==> config.mk <==
export PLATFORM = sky130hd
export DESIGN_NAME = piv_ctrl
export DESIGN_NICKNAME = d
export VERILOG_FILES = /design/src/hdl/piv_pkg.sv /design/src/hdl/piv_ctrl.sv
export SDC_FILE = /design/constraint.sdc
export NUM_CORES = 1
export LEC_CHECK = 0
export BUFFER_PORTS_ARGS = -buffer_cell sky130_fd_sc_hd__buf_2
export CORE_MARGIN = 2
export CORE_UTILIZATION = 42
export CTS_CLUSTER_SIZE = 10
export DETAILED_ROUTE_END_ITERATION = 8
export GPL_TIMING_DRIVEN = 1
export PLACE_DENSITY = 0.71
export RECOVER_POWER = 100
export SYNTH_ARGS = -nofsm -noshare
export SYNTH_HDL_FRONTEND = slang
export SYNTH_SLANG_ARGS = --single-unit
==> constraint.sdc <==
create_clock -name clk -period 2.6 [get_ports clk]
set_input_delay 0.52 -clock clk [delete_from_list [all_inputs] [get_ports clk]]
set_output_delay 0.52 -clock clk [all_outputs]
set_load 0.02 [all_outputs]
==> src/hdl/piv_pkg.sv <==
// Package with register map, field positions, vectors and reset values
package piv_pkg;
  // Register byte offsets on the AXI4-Lite slave
  localparam logic [7:0] OFF_PFLAGS2 = 8'h10;
  localparam logic [7:0] OFF_PENABLE = 8'h14;
  localparam logic [7:0] OFF_IRQCTRL = 8'h18;
  localparam logic [7:0] OFF_CPUSTAT = 8'h1c;
  localparam logic [7:0] OFF_VECTOR  = 8'h20;
  // Flag bit positions in peripheral_flags_two
  localparam int B_SSP   = 7;
  localparam int B_COLL  = 6;
  localparam int B_ADC   = 5;
  localparam int B_CAP4  = 3;
  localparam int B_CAP3  = 2;
  localparam int B_TX2   = 1;
  localparam int B_RX2   = 0;
  // Software-writable flag bits (bit 4 unimplemented, 1:0 hardware)
  localparam logic [7:0] PF_WMASK = 8'hec;
  // Reset values
  localparam logic [7:0] PF_RESET = 8'h02;
  localparam logic [7:0] PE_RESET = 8'h00;
  // irq_status_ctrl: enables 3:0, flags 7:4
  localparam int B_EXT_EN  = 0;
  localparam int B_T0_EN   = 1;
  localparam int B_TCK_EN  = 2;
  localparam int B_PER_EN  = 3;
  localparam int B_EXT_F   = 4;
  localparam int B_T0_F    = 5;
  localparam int B_TCK_F   = 6;
  localparam int B_PEND_F  = 7;
  localparam logic [7:0] IC_RESET = 8'h00;
  localparam logic [7:0] IC_WMASK = 8'h7f;
  // cpu_status_reg: global disable bit
  localparam int B_GDIS = 4;
  // Vector addresses
  localparam logic [15:0] VEC_EXT  = 16'h0008;
  localparam logic [15:0] VEC_T0   = 16'h0010;
  localparam logic [15:0] VEC_TCK  = 16'h0018;
  localparam logic [15:0] VEC_PER  = 16'h0020;
  localparam logic [15:0] VEC_NONE = 16'h0000;
  // AXI responses
  localparam logic [1:0] RESP_OKAY   = 2'b00;
  localparam logic [1:0] RESP_SLVERR = 2'b10;

  // Event inputs from peripherals and core sources
  typedef struct packed {
    logic ssp_done;
    logic collision;
    logic i2c_master;
    logic adc_done;
    logic cap4;
    logic cap3;
    logic tx2_empty;
    logic rx2_full;
    logic ext_edge;
    logic t0_ovf;
    logic tck_edge;
  } piv_evt_t;

  // Vectoring request toward the core
  typedef struct packed {
    logic        take;
    logic [15:0] vector;
    logic [15:0] ret_addr;
  } piv_vec_t;
endpackage

==> src/hdl/piv_ctrl.sv <==
// Interrupt flags, masking and fixed-priority vectoring with AXI4-Lite access
`timescale 1ns/1ps
`default_nettype none
module piv_ctrl (
  input  wire logic              clk,
  input  wire logic              rstn,
  input  wire piv_pkg::piv_evt_t evt,
  input  wire logic              ack_ready,
  input  wire logic              return_from_irq_instr,
  input  wire logic [15:0]       pc_now,
  output var  piv_pkg::piv_vec_t vec_out,
  output logic                   gdis_out,
  input  wire logic [7:0]        s_axi_awaddr,
  input  wire logic              s_axi_awvalid,
  output logic                   s_axi_awready,
  input  wire logic [31:0]       s_axi_wdata,
  input  wire logic [3:0]        s_axi_wstrb,
  input  wire logic              s_axi_wvalid,
  output logic                   s_axi_wready,
  output logic [1:0]             s_axi_bresp,
  output logic                   s_axi_bvalid,
  input  wire logic              s_axi_bready,
  input  wire logic [7:0]        s_axi_araddr,
  input  wire logic              s_axi_arvalid,
  output logic                   s_axi_arready,
  output logic [31:0]            s_axi_rdata,
  output logic [1:0]             s_axi_rresp,
  output logic                   s_axi_rvalid,
  input  wire logic              s_axi_rready
);

  logic [7:0]        pflags_q, pflags_d;
  logic [7:0]        penable_q, penable_d;
  logic [7:0]        ictrl_q, ictrl_d;
  logic              gdis_q, gdis_d;
  logic [15:0]       lastvec_q, lastvec_d;
  piv_pkg::piv_vec_t vec_q, vec_d;
  logic              awv_q, awv_d;
  logic              wv_q, wv_d;
  logic [7:0]        awa_q, awa_d;
  logic [7:0]        wd_q, wd_d;
  logic              wlane_q, wlane_d;
  logic              bv_q, bv_d;
  logic [1:0]        br_q, br_d;
  logic              rv_q, rv_d;
  logic [31:0]       rd_q, rd_d;
  logic [1:0]        rr_q, rr_d;
  logic              awrdy_q, awrdy_d;
  logic              wrdy_q, wrdy_d;
  logic              ardy_q, ardy_d;
  logic              wr_fire;
  logic              periph_pend;
  logic              req_ext, req_t0, req_tck, req_per;
  logic [15:0]       sel_vec;
  logic              any_req;

  // Pending flag is a pure function of flags and enables, never stored
  // so clearing a flag drops the request in the very same cycle
  assign periph_pend = |(pflags_q & penable_q);

  // Write commits once both address and data are held and no response waits
  // Stalling behind a held response keeps bresp tied to the oldest write
  assign wr_fire = awv_q && wv_q && !bv_q;

  // Per-source request: flag and own enable, group enable for the peripheral source only, global disable
  always_comb
  begin
    req_ext = ictrl_q[piv_pkg::B_EXT_F] && ictrl_q[piv_pkg::B_EXT_EN];
    req_t0  = ictrl_q[piv_pkg::B_T0_F] && ictrl_q[piv_pkg::B_T0_EN];
    req_tck = ictrl_q[piv_pkg::B_TCK_F] && ictrl_q[piv_pkg::B_TCK_EN];
    req_per = periph_pend && ictrl_q[piv_pkg::B_PER_EN];
    any_req = !gdis_q && (req_ext | req_t0 | req_tck | req_per);
    // Fixed priority chain; lower sources wait until they are highest
    // Limitation: a source that keeps firing can starve lower vectors
    if (req_ext)
    begin
      sel_vec = piv_pkg::VEC_EXT;
    end
    else if (req_t0)
    begin
      sel_vec = piv_pkg::VEC_T0;
    end
    else if (req_tck)
    begin
      sel_vec = piv_pkg::VEC_TCK;
    end
    else if (req_per)
    begin
      sel_vec = piv_pkg::VEC_PER;
    end
    else
    begin
      sel_vec = piv_pkg::VEC_NONE;
    end
  end

  // Flag and control state: hardware set beats a same-cycle software clear
  always_comb
  begin
    logic [7:0] hw_set;
    hw_set = 8'h00;
    pflags_d  = pflags_q;
    penable_d = penable_q;
    ictrl_d   = ictrl_q;
    gdis_d    = gdis_q;
    lastvec_d = lastvec_q;
    vec_d     = vec_q;
    vec_d.take = 1'b0;
    if (wr_fire && wlane_q)
    begin
      case (awa_q)
        piv_pkg::OFF_PFLAGS2:
        begin
          pflags_d = (pflags_q & ~piv_pkg::PF_WMASK)
                   | (wd_q & piv_pkg::PF_WMASK);
        end
        piv_pkg::OFF_PENABLE:
        begin
          // Enable bit 4 is unimplemented and always reads zero
          penable_d = wd_q & 8'hef;
        end
        piv_pkg::OFF_IRQCTRL:
        begin
          ictrl_d = wd_q & piv_pkg::IC_WMASK;
        end
        piv_pkg::OFF_CPUSTAT:
        begin
          gdis_d = wd_q[piv_pkg::B_GDIS];
        end
        default:
        begin
          gdis_d = gdis_q;
        end
      endcase
    end
    // Sticky event sets regardless of any enable or disable
    // Events are one-cycle pulses, so no edge detection is kept here
    hw_set[piv_pkg::B_SSP]  = evt.ssp_done;
    hw_set[piv_pkg::B_COLL] = evt.collision && evt.i2c_master;
    hw_set[piv_pkg::B_ADC]  = evt.adc_done;
    hw_set[piv_pkg::B_CAP4] = evt.cap4;
    hw_set[piv_pkg::B_CAP3] = evt.cap3;
    pflags_d = pflags_d | hw_set;
    // Buffer status bits follow hardware only
    pflags_d[piv_pkg::B_TX2] = evt.tx2_empty;
    pflags_d[piv_pkg::B_RX2] = evt.rx2_full;
    // Unimplemented bit reads zero whatever software writes
    pflags_d[4] = 1'b0;
    // Core source flags follow the same set-wins rule as the peripherals
    if (evt.ext_edge)
    begin
      ictrl_d[piv_pkg::B_EXT_F] = 1'b1;
    end
    if (evt.t0_ovf)
    begin
      ictrl_d[piv_pkg::B_T0_F] = 1'b1;
    end
    if (evt.tck_edge)
    begin
      ictrl_d[piv_pkg::B_TCK_F] = 1'b1;
    end
    // Return re-enables; acceptance in the same cycle wins and disables
    if (return_from_irq_instr)
    begin
      gdis_d = 1'b0;
    end
    // One idle cycle after each strobe: a back-to-back take would push
    // the same return address twice before the core has redirected
    if (any_req && ack_ready && !vec_q.take)
    begin
      gdis_d         = 1'b1;
      vec_d.take     = 1'b1;
      vec_d.vector   = sel_vec;
      vec_d.ret_addr = pc_now;
      lastvec_d      = sel_vec;
    end
    ictrl_d[piv_pkg::B_PEND_F] = 1'b0;
  end

  // Flag and vector registers; global disable comes up set
  // Vector and return address hold after the strobe for a late reader
  always_ff @(posedge clk or negedge rstn)
  begin
    if (!rstn)
    begin
      pflags_q  <= piv_pkg::PF_RESET;
      penable_q <= piv_pkg::PE_RESET;
      ictrl_q   <= piv_pkg::IC_RESET;
      gdis_q    <= 1'b1;
      lastvec_q <= piv_pkg::VEC_NONE;
      vec_q     <= '0;
    end
    else
    begin
      pflags_q  <= pflags_d;
      penable_q <= penable_d;
      ictrl_q   <= ictrl_d;
      gdis_q    <= gdis_d;
      lastvec_q <= lastvec_d;
      vec_q     <= vec_d;
    end
  end

  // AXI4-Lite channel capture and responses
  always_comb
  begin
    logic [31:0] rv;
    rv    = 32'h0000_0000;
    awv_d = awv_q;
    awa_d = awa_q;
    wv_d  = wv_q;
    wd_d  = wd_q;
    wlane_d = wlane_q;
    bv_d  = bv_q;
    br_d  = br_q;
    rv_d  = rv_q;
    rd_d  = rd_q;
    rr_d  = rr_q;
    if (s_axi_awvalid && !awv_q)
    begin
      awv_d = 1'b1;
      awa_d = s_axi_awaddr;
    end
    if (s_axi_wvalid && !wv_q)
    begin
      wv_d    = 1'b1;
      wd_d    = s_axi_wdata[7:0];
      wlane_d = s_axi_wstrb[0];
    end
    // Commit frees both slots at once; the response then waits for bready
    if (wr_fire)
    begin
      awv_d = 1'b0;
      wv_d  = 1'b0;
      bv_d  = 1'b1;
      br_d  = (awa_q == piv_pkg::OFF_VECTOR || awa_q == piv_pkg::OFF_PFLAGS2
            || awa_q == piv_pkg::OFF_PENABLE || awa_q == piv_pkg::OFF_IRQCTRL
            || awa_q == piv_pkg::OFF_CPUSTAT)
            ? piv_pkg::RESP_OKAY : piv_pkg::RESP_SLVERR;
    end
    else if (bv_q && s_axi_bready)
    begin
      bv_d = 1'b0;
    end
    // Read path; the pending flag is synthesised on the fly
    // Data are latched at the handshake edge, unmapped reads get SLVERR
    if (s_axi_arvalid && !rv_q)
    begin
      rr_d = piv_pkg::RESP_OKAY;
      case (s_axi_araddr)
        piv_pkg::OFF_PFLAGS2: rv[7:0] = pflags_q;
        piv_pkg::OFF_PENABLE: rv[7:0] = penable_q;
        piv_pkg::OFF_IRQCTRL: rv[7:0] = {periph_pend, ictrl_q[6:0]};
        piv_pkg::OFF_CPUSTAT: rv[piv_pkg::B_GDIS] = gdis_q;
        piv_pkg::OFF_VECTOR:  rv[15:0] = lastvec_q;
        default:              rr_d = piv_pkg::RESP_SLVERR;
      endcase
      rv_d = 1'b1;
      rd_d = rv;
    end
    else if (rv_q && s_axi_rready)
    begin
      rv_d = 1'b0;
    end
    // Readies are the slot-empty state one cycle ahead, kept in flops so
    // that no bus output passes through gates on its way out
    awrdy_d = !awv_d;
    wrdy_d  = !wv_d;
    ardy_d  = !rv_d;
  end

  // Bus registers
  always_ff @(posedge clk or negedge rstn)
  begin
    if (!rstn)
    begin
      awv_q <= 1'b0;
      awa_q <= 8'h00;
      wv_q  <= 1'b0;
      wd_q  <= 8'h00;
      wlane_q <= 1'b0;
      bv_q  <= 1'b0;
      br_q  <= piv_pkg::RESP_OKAY;
      rv_q  <= 1'b0;
      rd_q  <= 32'h0000_0000;
      rr_q  <= piv_pkg::RESP_OKAY;
      // Slots come up empty, so every ready starts high
      awrdy_q <= 1'b1;
      wrdy_q  <= 1'b1;
      ardy_q  <= 1'b1;
    end
    else
    begin
      awv_q <= awv_d;
      awa_q <= awa_d;
      wv_q  <= wv_d;
      wd_q  <= wd_d;
      wlane_q <= wlane_d;
      bv_q  <= bv_d;
      br_q  <= br_d;
      rv_q  <= rv_d;
      rd_q  <= rd_d;
      rr_q  <= rr_d;
      awrdy_q <= awrdy_d;
      wrdy_q  <= wrdy_d;
      ardy_q  <= ardy_d;
    end
  end

  // Every output is a flop; ready is high while its holding slot is empty
  assign s_axi_awready = awrdy_q;
  assign s_axi_wready  = wrdy_q;
  assign s_axi_arready = ardy_q;
  assign s_axi_bvalid  = bv_q;
  assign s_axi_bresp   = br_q;
  assign s_axi_rvalid  = rv_q;
  assign s_axi_rdata   = rd_q;
  assign s_axi_rresp   = rr_q;
  assign vec_out       = vec_q;
  assign gdis_out      = gdis_q;

endmodule
`default_nettype wire

==> results of run 1 <==
cell usage after synthesis (all sizes together), types with 8 or more instances:
cell and count:
nor3 8, a22oi 8, dfrtp 71, mux2i 8, a21oi 18, nor2 20
inv 8, o21ai 10, mux2 46, nand2 13, buf 42
worst min path at each step:
| stage | endpoint | slack [ps] | depth (start not counted) |
|---|---|---|---|
| global placement | s_axi_rdata[4]$_DFFE_PN0P_ | 460 | 2 |
| detailed placement | s_axi_rresp[1]$_DFFE_PN0P_ | 470 | 2 |
| floorplan | awa_q[0]$_DFFE_PN0P_ | 220 | 0 |
| global route | pflags_q[1]$_DFF_PN1_ | 250 | 1 |
| CTS | pflags_q[1]$_DFF_PN1_ | 260 | 1 |
| finish | pflags_q[1]$_DFF_PN1_ | 280 | 1 |
critical path: stages, from the launching register on:
cell and delay (ps):
dfrtp_1 380, or4_1 680, nor4b_2 670, clkbuf_1 260, nor3_1 70, a21oi_1 120
power breakdown:
| part | switching (mW) | internal [mW] | leakage [nW] |
|---|---|---|---|
| clock | 0.426 | 0.689 | 0.127 |
| combinational | 0.667 | 0.474 | 0.897 |
| sequential | 0.246 | 1.55 | 0.916 |
| total | 1.34 | 2.71 | 1.94 |
cell families after synthesis:
| group | synth area share (%) |
|---|---|
| AO/OA/AOI/OAI | 8.34 |
| flip-flops | 53.6 |
| multiplexers | 16.8 |
| AND/OR/NAND/NOR | 10.8 |
| buffers and inverters | 10.3 |
| other | 0.105 |
final cells by class:
class,instances,area [um^2]
clock buffer,12,155
clock inverter,4,95.1
fill,757,4020
inverter,8,30.0
multi-input combinational,206,1400
sequential,76,1910
tap,105,131
timing repair buffer,103,477
through the flow:
stage | power (mW) | util [%]
global placement | 3.00 | 49.1
floorplan | 2.69 | -
global route | 4.31 | 51.1
finish | 4.05 | 51.1
detailed placement | 3.06 | 49.1
CTS | 4.18 | 52.1
state kept, by name (all words and copies together), names as in the netlist, 7 cells and up:
register / flops
pflags_q: 7
wd_q: 8
penable_q: 7
vec_out: 20
s_axi_rdata: 8
ictrl_q: 7
awa_q: 8
layer usage:
metal	wire (um)	track usage [%]	vias up
li1	-	-	1185
met1	3190	22.0	1241
met2	3440	26.5	118
met3	620	4.93	10
met4	82	4.64	0
met5	0	0	-
==> flow_metrics.py, run 1 <==
metrics = {
    "clocking": {
        "clkTransAtPathRegs_ps": 70,
        "post_cts_buffers": 0,
        "cts_buffers": 9,
        "clock_sink_count": 76,
        "cts-resized-gates": 0,
        "tritoncts": "yes",
        "clock_path_buffers": 2,
        "htreeDepth": 3,
        "worstSkewPairLatency_ps": 340,
        "cts_hold_buf": 0,
        "root_buffer": "clkbuf_8",
    },
    "layout": {
        "diodes": 0,
        "syn_to_final_growth_pct": 17.9,
        "final_area_um2": 4200,
        "drive_gt1_share_pct": 33.5,
        "fin_cells": 514,
        "final_common_cell": "dfrtp_1",
        "final_nets": 492,
        "layout_common_cells": "dfrtp_1 (71), buf_2 (58), mux2_2 (46)",
    },
    "floorplanning": {
        "rows": 33,
        "core_um2": 8220,
        "die_h_um": 96.0,
        "io_pins": 163,
        "die-width_um": 96.0,
        "start_util_pct": 43.3,
        "die-area_um2": 9220,
    },
    "min_path": {
        "hold_class": "input pin to flip-flop",
        "min_from": "evt[4]",
    },
    "sta": {
        "fmax_mhz": 443,
        "setup_violations": 0,
        "setup_tns_ps": 0,
        "worst_pin_slew_ps": 1860,
        "post-route-period-util_pct": 86.7,
        "finalCriticalPeriod_ps": 2250,
        "rsz0062_at_grt": "no",
        "holdWs_ps": 275,
        "slew_violations": 77,
        "fin_ws_ps": 345,
        "clock_skew_ps": 7.64,
        "hold_viol_final": 0,
        "slew_headroom_pct": -24.1,
    },
    "pwr": {
        "p_leak_nw": 1.94,
        "p_per_area_nw_per_um2": 966,
        "ir_drop_mv": 0.493,
    },
    "route": {
        "drc": 0,
        "drt_first_iter_violations": 134,
        "routed_via_density": 4.97,
        "wire_per_inst_um": 14.3,
        "num_vias": 2554,
        "firstDrtPassIters": 4,
        "ant_nets": 0,
        "totalWireLength_mm": 7.34,
    },
    "place": {
        "placed_cell_area_um2": 4030,
        "port_buffers": 96,
        "dpl.cell_count": 498,
        "routabilityCongestion": 0.835,
        "dpl.hpwl_mm": 5.38,
        "dp_slack_ps": 347,
    },
    "global_routing": {
        "track_usage_pct": 16.6,
        "gr-total-overflow": 0,
        "grt_pass1_vias": 2416,
        "grt_max_degree": 77,
        "antenna_found_initial": 0,
        "grt_pass1_wl_mm": 11.8,
    },
    "outcome": {
        "status": "finished, violations left",
        "failed_checks": "max-capacitance violations, max-slew violations",
    },
    "synthesis": {
        "ys_ff_latch": 76,
        "synth_edf_count": 0,
        "synth_area_leader_cell": "dfrtp_1",
        "synth_top_area_share_pct": 49.9,
        "yosys_warnings": 0,
        "async_flop_share_pct": 100,
        "synthTopCellsByArea": "dfrtp_1 (50%), mux2_2 (15%), buf_4 (8.4%), dfstp_2 (3.7%), a21oi_1 (2.5%)",
        "synth_ff_type": "dfrtp_1",
        "synthesis.area_um2": 3560,
        "ys_seq_area_share_pct": 53.6,
        "synth_cells": 299,
        "synth_cell_types": 40,
        "syn_area_per_cell_um2": 11.9,
    },
    "worst_setup_path": {
        "cp_max_fo": 6,
        "crit_path_start_kind": "flip-flop",
        "worstRegToRegCells": 5,
        "cp-end-kind": "flip-flop",
        "r2r-end": "pflags_q[2]$_DFF_PN0_",
        "worstPathRequired_ps": 2860,
        "endpoint": "pflags_q[2]$_DFF_PN0_",
        "arrival_ps": 2520,
        "r2r-start": "awa_q[1]$_DFFE_PN0P_",
        "rrSetupSlack_ps": 350,
        "path_class": "flip-flop to flip-flop",
        "crit_start": "awa_q[1]$_DFFE_PN0P_",
    },
    "flow_run": {
        "max_cap_viol_count": 1,
    },
}
No activity file was read; power rests on OpenSTA's default activity.
==> run 2, diff against run 1 <==
--- a/config.mk
+++ b/config.mk
@@ -11,6 +11,7 @@
 export CTS_CLUSTER_SIZE = 10
 export DETAILED_ROUTE_END_ITERATION = 8
 export GPL_TIMING_DRIVEN = 1
+export MAX_ROUTING_LAYER = met4
 export PLACE_DENSITY = 0.71
 export RECOVER_POWER = 100
 export SYNTH_ARGS = -nofsm -noshare
==> flow_metrics.py, run 2 (same netlist as run 1, synthesis figures left out) <==
metrics = {
    "layout": {
        "syn_to_final_growth_pct": 17.9,
        "diodes": 0,
        "final_area_um2": 4200,
        "layout_common_cells": "dfrtp_1 (71), buf_2 (58), mux2_2 (46)",
        "fin_cells": 514,
        "n_fill_cell": 757,
        "final_common_cell": "dfrtp_1",
        "final_nets": 492,
        "drive_gt1_share_pct": 33.5,
        "largest_reg_flops": 20,
    },
    "pwr": {
        "power.internal_mw": 2.71,
        "pwr-share-seq_pct": 44.3,
        "ir_drop_mv": 0.493,
        "p_per_area_nw_per_um2": 966,
        "comb_power_share_pct": 28.2,
        "netSwitchingPower_mw": 1.34,
        "p_total_mw": 4.05,
        "p_sw_share_pct": 33.0,
        "clkPwrFrac_pct": 27.5,
        "p_leak_nw": 1.94,
    },
    "place": {
        "dpl.hpwl_mm": 5.38,
        "port_buffers": 96,
        "dpl.cell_count": 498,
        "placed_cell_area_um2": 4030,
        "dp_slack_ps": 347,
        "routabilityCongestion": 0.848,
    },
    "sta": {
        "post-route-period-util_pct": 88.0,
        "hold_viol_final": 0,
        "setup_violations": 0,
        "slew_headroom_pct": -23.4,
        "finalCriticalPeriod_ps": 2290,
        "clock_skew_ps": 8.22,
        "slew_violations": 77,
        "rsz0062_at_grt": "no",
        "setup_tns_ps": 0,
        "fmax_mhz": 437,
        "worst_pin_slew_ps": 1850,
        "fin_ws_ps": 313,
    },
    "clocking": {
        "tritoncts": "yes",
        "root_buffer": "clkbuf_8",
        "clock_path_buffers": 2,
        "clkTransAtPathRegs_ps": 70,
        "cts-resized-gates": 0,
        "worstSkewPairLatency_ps": 340,
        "cts_hold_buf": 0,
        "cts_buffers": 9,
        "htreeDepth": 3,
        "post_cts_buffers": 0,
        "clock_sink_count": 76,
    },
    "global_routing": {
        "grt_pass1_wl_mm": 11.7,
        "gr-total-overflow": 0,
        "track_usage_pct": 17.1,
        "grt_pass1_vias": 2417,
        "grt_max_degree": 77,
        "antenna_found_initial": 0,
    },
    "flow_run": {
        "max_cap_viol_count": 1,
    },
    "floorplanning": {
        "die-area_um2": 9220,
        "start_util_pct": 43.3,
        "rows": 33,
        "core_um2": 8220,
        "io_pins": 163,
        "die-width_um": 96.0,
        "die_h_um": 96.0,
    },
    "route": {
        "drc": 0,
        "routed_via_density": 4.98,
        "ant_nets": 0,
        "totalWireLength_mm": 7.33,
        "wire_per_inst_um": 14.3,
        "firstDrtPassIters": 4,
        "num_vias": 2561,
        "drt_first_iter_violations": 123,
    },
    "worst_setup_path": {
        "crit_path_start_kind": "flip-flop",
        "cp-end-kind": "flip-flop",
        "arrival_ps": 2550,
        "path_class": "flip-flop to flip-flop",
        "cp_max_fo": 6,
        "worstPathRequired_ps": 2860,
    },
    "min_path": {
        "hold_class": "input pin to flip-flop",
    },
    "outcome": {
        "failed_checks": "max-capacitance violations, max-slew violations",
        "status": "finished, violations left",
    },
}
## run 2: final timing paths
check	start	depth (start not counted)	to	slack (ps)
max	awa_q[1]$_DFFE_PN0P_	5	pflags_q[2]$_DFF_PN0_	310
min	evt[4]	1	pflags_q[1]$_DFF_PN1_	280
max reg2reg	awa_q[1]$_DFFE_PN0P_	5	pflags_q[2]$_DFF_PN0_	310
min reg2reg	s_axi_rresp[1]$_DFFE_PN0P_	2	s_axi_rresp[1]$_DFFE_PN0P_	480
max in group asynchronous	rstn	1	pflags_q[2]$_DFF_PN0_	840
min in group asynchronous	rstn	1	vec_out[12]$_DFFE_PN0P_	680
## run 2: metrics by stage
step | hold WS [ps] | utilization [%]
6_report | 276 | 51.1
4_1_cts | 260 | 52.1
2_1_floorplan | 224 | -
5_1_grt | 253 | 51.1
3_5_place_dp | 466 | 49.1
3_3_place_gp | 461 | 49.1
## run 2: layout make-up
class	count	area [um^2]	share of cell area, %
tap	105	131	3.13
clock buffer	12	155	3.70
timing repair buffer	103	477	11.4
sequential	76	1910	45.5
multi-input combinational	206	1400	33.3
clock inverter	4	95.1	2.27
inverter	8	30.0	0.716
## run 2: critical path, stage by stage (launching register included)
cell,delay (ps)
dfrtp_1,380
or4_1,680
nor4b_2,710
clkbuf_1,250
nor3_1,70
a21oi_1,120
## run 2: per-layer routing
| layer | global-route usage, % | wire, um | vias to the layer above |
|---|---|---|---|
| met1 | 22.4 | 3180 | 1246 |
| met5 | - | 0 | - |
| met4 | 4.64 | 74 | 0 |
| met2 | 26.4 | 3500 | 120 |
| li1 | - | - | 1187 |
| met3 | 4.46 | 577 | 8 |
## run 2: power by group through the flow
stage	clock network [mW]	logic, mW	registers (mW)
final	1.12	1.14	1.79
after global routing	1.21	1.26	1.85
after CTS	1.14	1.24	1.79
after detailed placement	0	1.24	1.82
after global placement	0	1.20	1.79
after floorplan	0	0.717	1.98
==> run 3, diff against run 2 <==
--- a/config.mk
+++ b/config.mk
@@ -10,9 +10,9 @@
 export CORE_UTILIZATION = 42
 export CTS_CLUSTER_SIZE = 10
 export DETAILED_ROUTE_END_ITERATION = 8
-export GPL_TIMING_DRIVEN = 1
+export GPL_TIMING_DRIVEN = 0
 export MAX_ROUTING_LAYER = met4
-export PLACE_DENSITY = 0.71
+export PLACE_DENSITY = 0.73
 export RECOVER_POWER = 100
 export SYNTH_ARGS = -nofsm -noshare
 export SYNTH_HDL_FRONTEND = slang
==> flow_metrics.py, run 3 (same netlist as run 1, synthesis figures left out) <==
metrics = {
    "outcome": {
        "status": "completed",
    },
    "floorplanning": {
        "rows": 33,
        "io_pins": 163,
        "die_h_um": 96.0,
        "die-area_um2": 9220,
        "core_um2": 8220,
        "die-width_um": 96.0,
        "start_util_pct": 43.3,
    },
    "global_routing": {
        "grt_max_degree": 64,
        "antenna_found_initial": 0,
        "track_usage_pct": 16.8,
        "grt_pass1_wl_mm": 11.5,
        "grt_pass1_vias": 2459,
        "gr-total-overflow": 0,
    },
    "sta": {
        "holdWs_ps": 266,
        "hold_viol_final": 0,
        "rsz0062_at_grt": "no",
        "setup_tns_ps": 0,
        "fmax_mhz": 435,
        "slew_headroom_pct": 41.4,
        "slew_violations": 0,
        "finalCriticalPeriod_ps": 2300,
        "clock_skew_ps": 8.16,
        "post-route-period-util_pct": 88.5,
        "worst_pin_slew_ps": 879,
        "setup_violations": 0,
    },
    "worst_setup_path": {
        "endpoint": "vec_out[14]$_DFFE_PN0P_",
        "cp_max_fo": 10,
        "r2r-start": "pflags_q[2]$_DFF_PN0_",
        "worstRegToRegCells": 5,
        "path_class": "flip-flop to flip-flop",
        "cp-end-kind": "flip-flop",
        "arrival_ps": 2530,
        "worstPathRequired_ps": 2830,
        "rrSetupSlack_ps": 300,
        "crit_path_start_kind": "flip-flop",
        "r2r-end": "vec_out[14]$_DFFE_PN0P_",
        "crit_start": "pflags_q[2]$_DFF_PN0_",
    },
    "place": {
        "routabilityCongestion": 0.849,
        "dpl.hpwl_mm": 5.68,
        "dpl.cell_count": 538,
        "port_buffers": 95,
    },
    "clocking": {
        "root_buffer": "clkbuf_8",
        "clkTransAtPathRegs_ps": 80,
        "cts-resized-gates": 0,
        "worstSkewPairLatency_ps": 350,
        "clock_path_buffers": 2,
        "tritoncts": "yes",
        "cts_buffers": 9,
        "cts_hold_buf": 0,
        "clock_sink_count": 76,
        "htreeDepth": 3,
        "post_cts_buffers": 0,
    },
    "layout": {
        "final_nets": 532,
        "fin_cells": 554,
        "largest_reg_flops": 20,
        "layout_common_cells": "dfrtp_1 (71), buf_2 (58), mux2_2 (46)",
        "n_fill_cell": 755,
        "diodes": 0,
        "drive_gt1_share_pct": 38.5,
        "final_util_pct": 54.5,
        "ff_latch_area_um2": 1910,
        "final_common_cell": "dfrtp_1",
        "syn_to_final_growth_pct": 25.9,
        "multi_input_area_um2": 1430,
    },
    "route": {
        "totalWireLength_mm": 7.36,
        "ant_nets": 0,
        "drc": 0,
        "drt_first_iter_violations": 110,
        "firstDrtPassIters": 4,
        "routed_via_density": 4.72,
        "num_vias": 2615,
        "wire_per_inst_um": 13.3,
    },
    "pwr": {
        "p_per_area_nw_per_um2": 871,
        "p_total_mw": 3.90,
        "p_leak_nw": 2.14,
        "ir_drop_mv": 0.479,
    },
    "min_path": {
        "hold_class": "input pin to asynchronous set/reset pin",
    },
    "flow_run": {
        "max_cap_viol_count": 0,
    },
}
[run 3: metal layers]
metal	global-route usage, %	part of all wire [%]	vias up
met3	4.39	8.9	10
met5	-	0	-
met2	26.3	46	109
met1	21.3	44	1221
li1	-	-	1275
met4	5.71	1.3	0
[run 3: worst min-delay path by stage]
stage / end / slack (ps) / cells past startpoint / startpoint
floorplan: awa_q[0]$_DFFE_PN0P_ / 220 / 0 / rstn
global placement: s_axi_rdata[0]$_DFFE_PN0P_ / 460 / 2 / s_axi_rdata[0]$_DFFE_PN0P_
global route: pflags_q[1]$_DFF_PN1_ / 250 / 1 / evt[4]
finish: vec_out[12]$_DFFE_PN0P_ / 270 / 1 / rstn
CTS: vec_out[10]$_DFFE_PN0P_ / 10 / 1 / rstn
detailed placement: vec_out[8]$_DFFE_PN0P_ / 390 / 1 / rstn
[run 3: final cells by class]
| class | instances | share of cell area (%) |
|---|---|---|
| Multi-Input combinational cell | 206 | 32.0 |
| Timing Repair Buffer | 96 | 10.2 |
| Tap cell | 105 | 2.93 |
| Sequential cell | 76 | 42.6 |
| Buffer | 47 | 7.29 |
| Clock inverter | 6 | 1.45 |
| Clock buffer | 10 | 2.85 |
| Inverter | 8 | 0.671 |
[run 3: power breakdown]
group	switching (mW)	internal [mW]	leakage [nW]	total [mW]
Clock	0.437	0.443	0.0962	0.881
Sequential	0.243	1.55	0.916	1.79
Combinational	0.698	0.527	1.13	1.22
[run 3: stage by stage]
| step | setup slack, ps | cell area (um^2) |
|---|---|---|
| after detailed placement | 101 | 4340 |
| after CTS | 89.8 | 4530 |
| after global routing | 162 | 4480 |
| after global placement | 159 | 4310 |
| after floorplan | 579 | 3700 |
| final | 300 | 4480 |
[run 3: worst max-delay path, stage by stage, from the launching register on]
cell and delay (ps):
dfrtp_1 400, a222oi_1 400, nand3_1 300, a31oi_4 470, buf_4 270, mux2_2 350
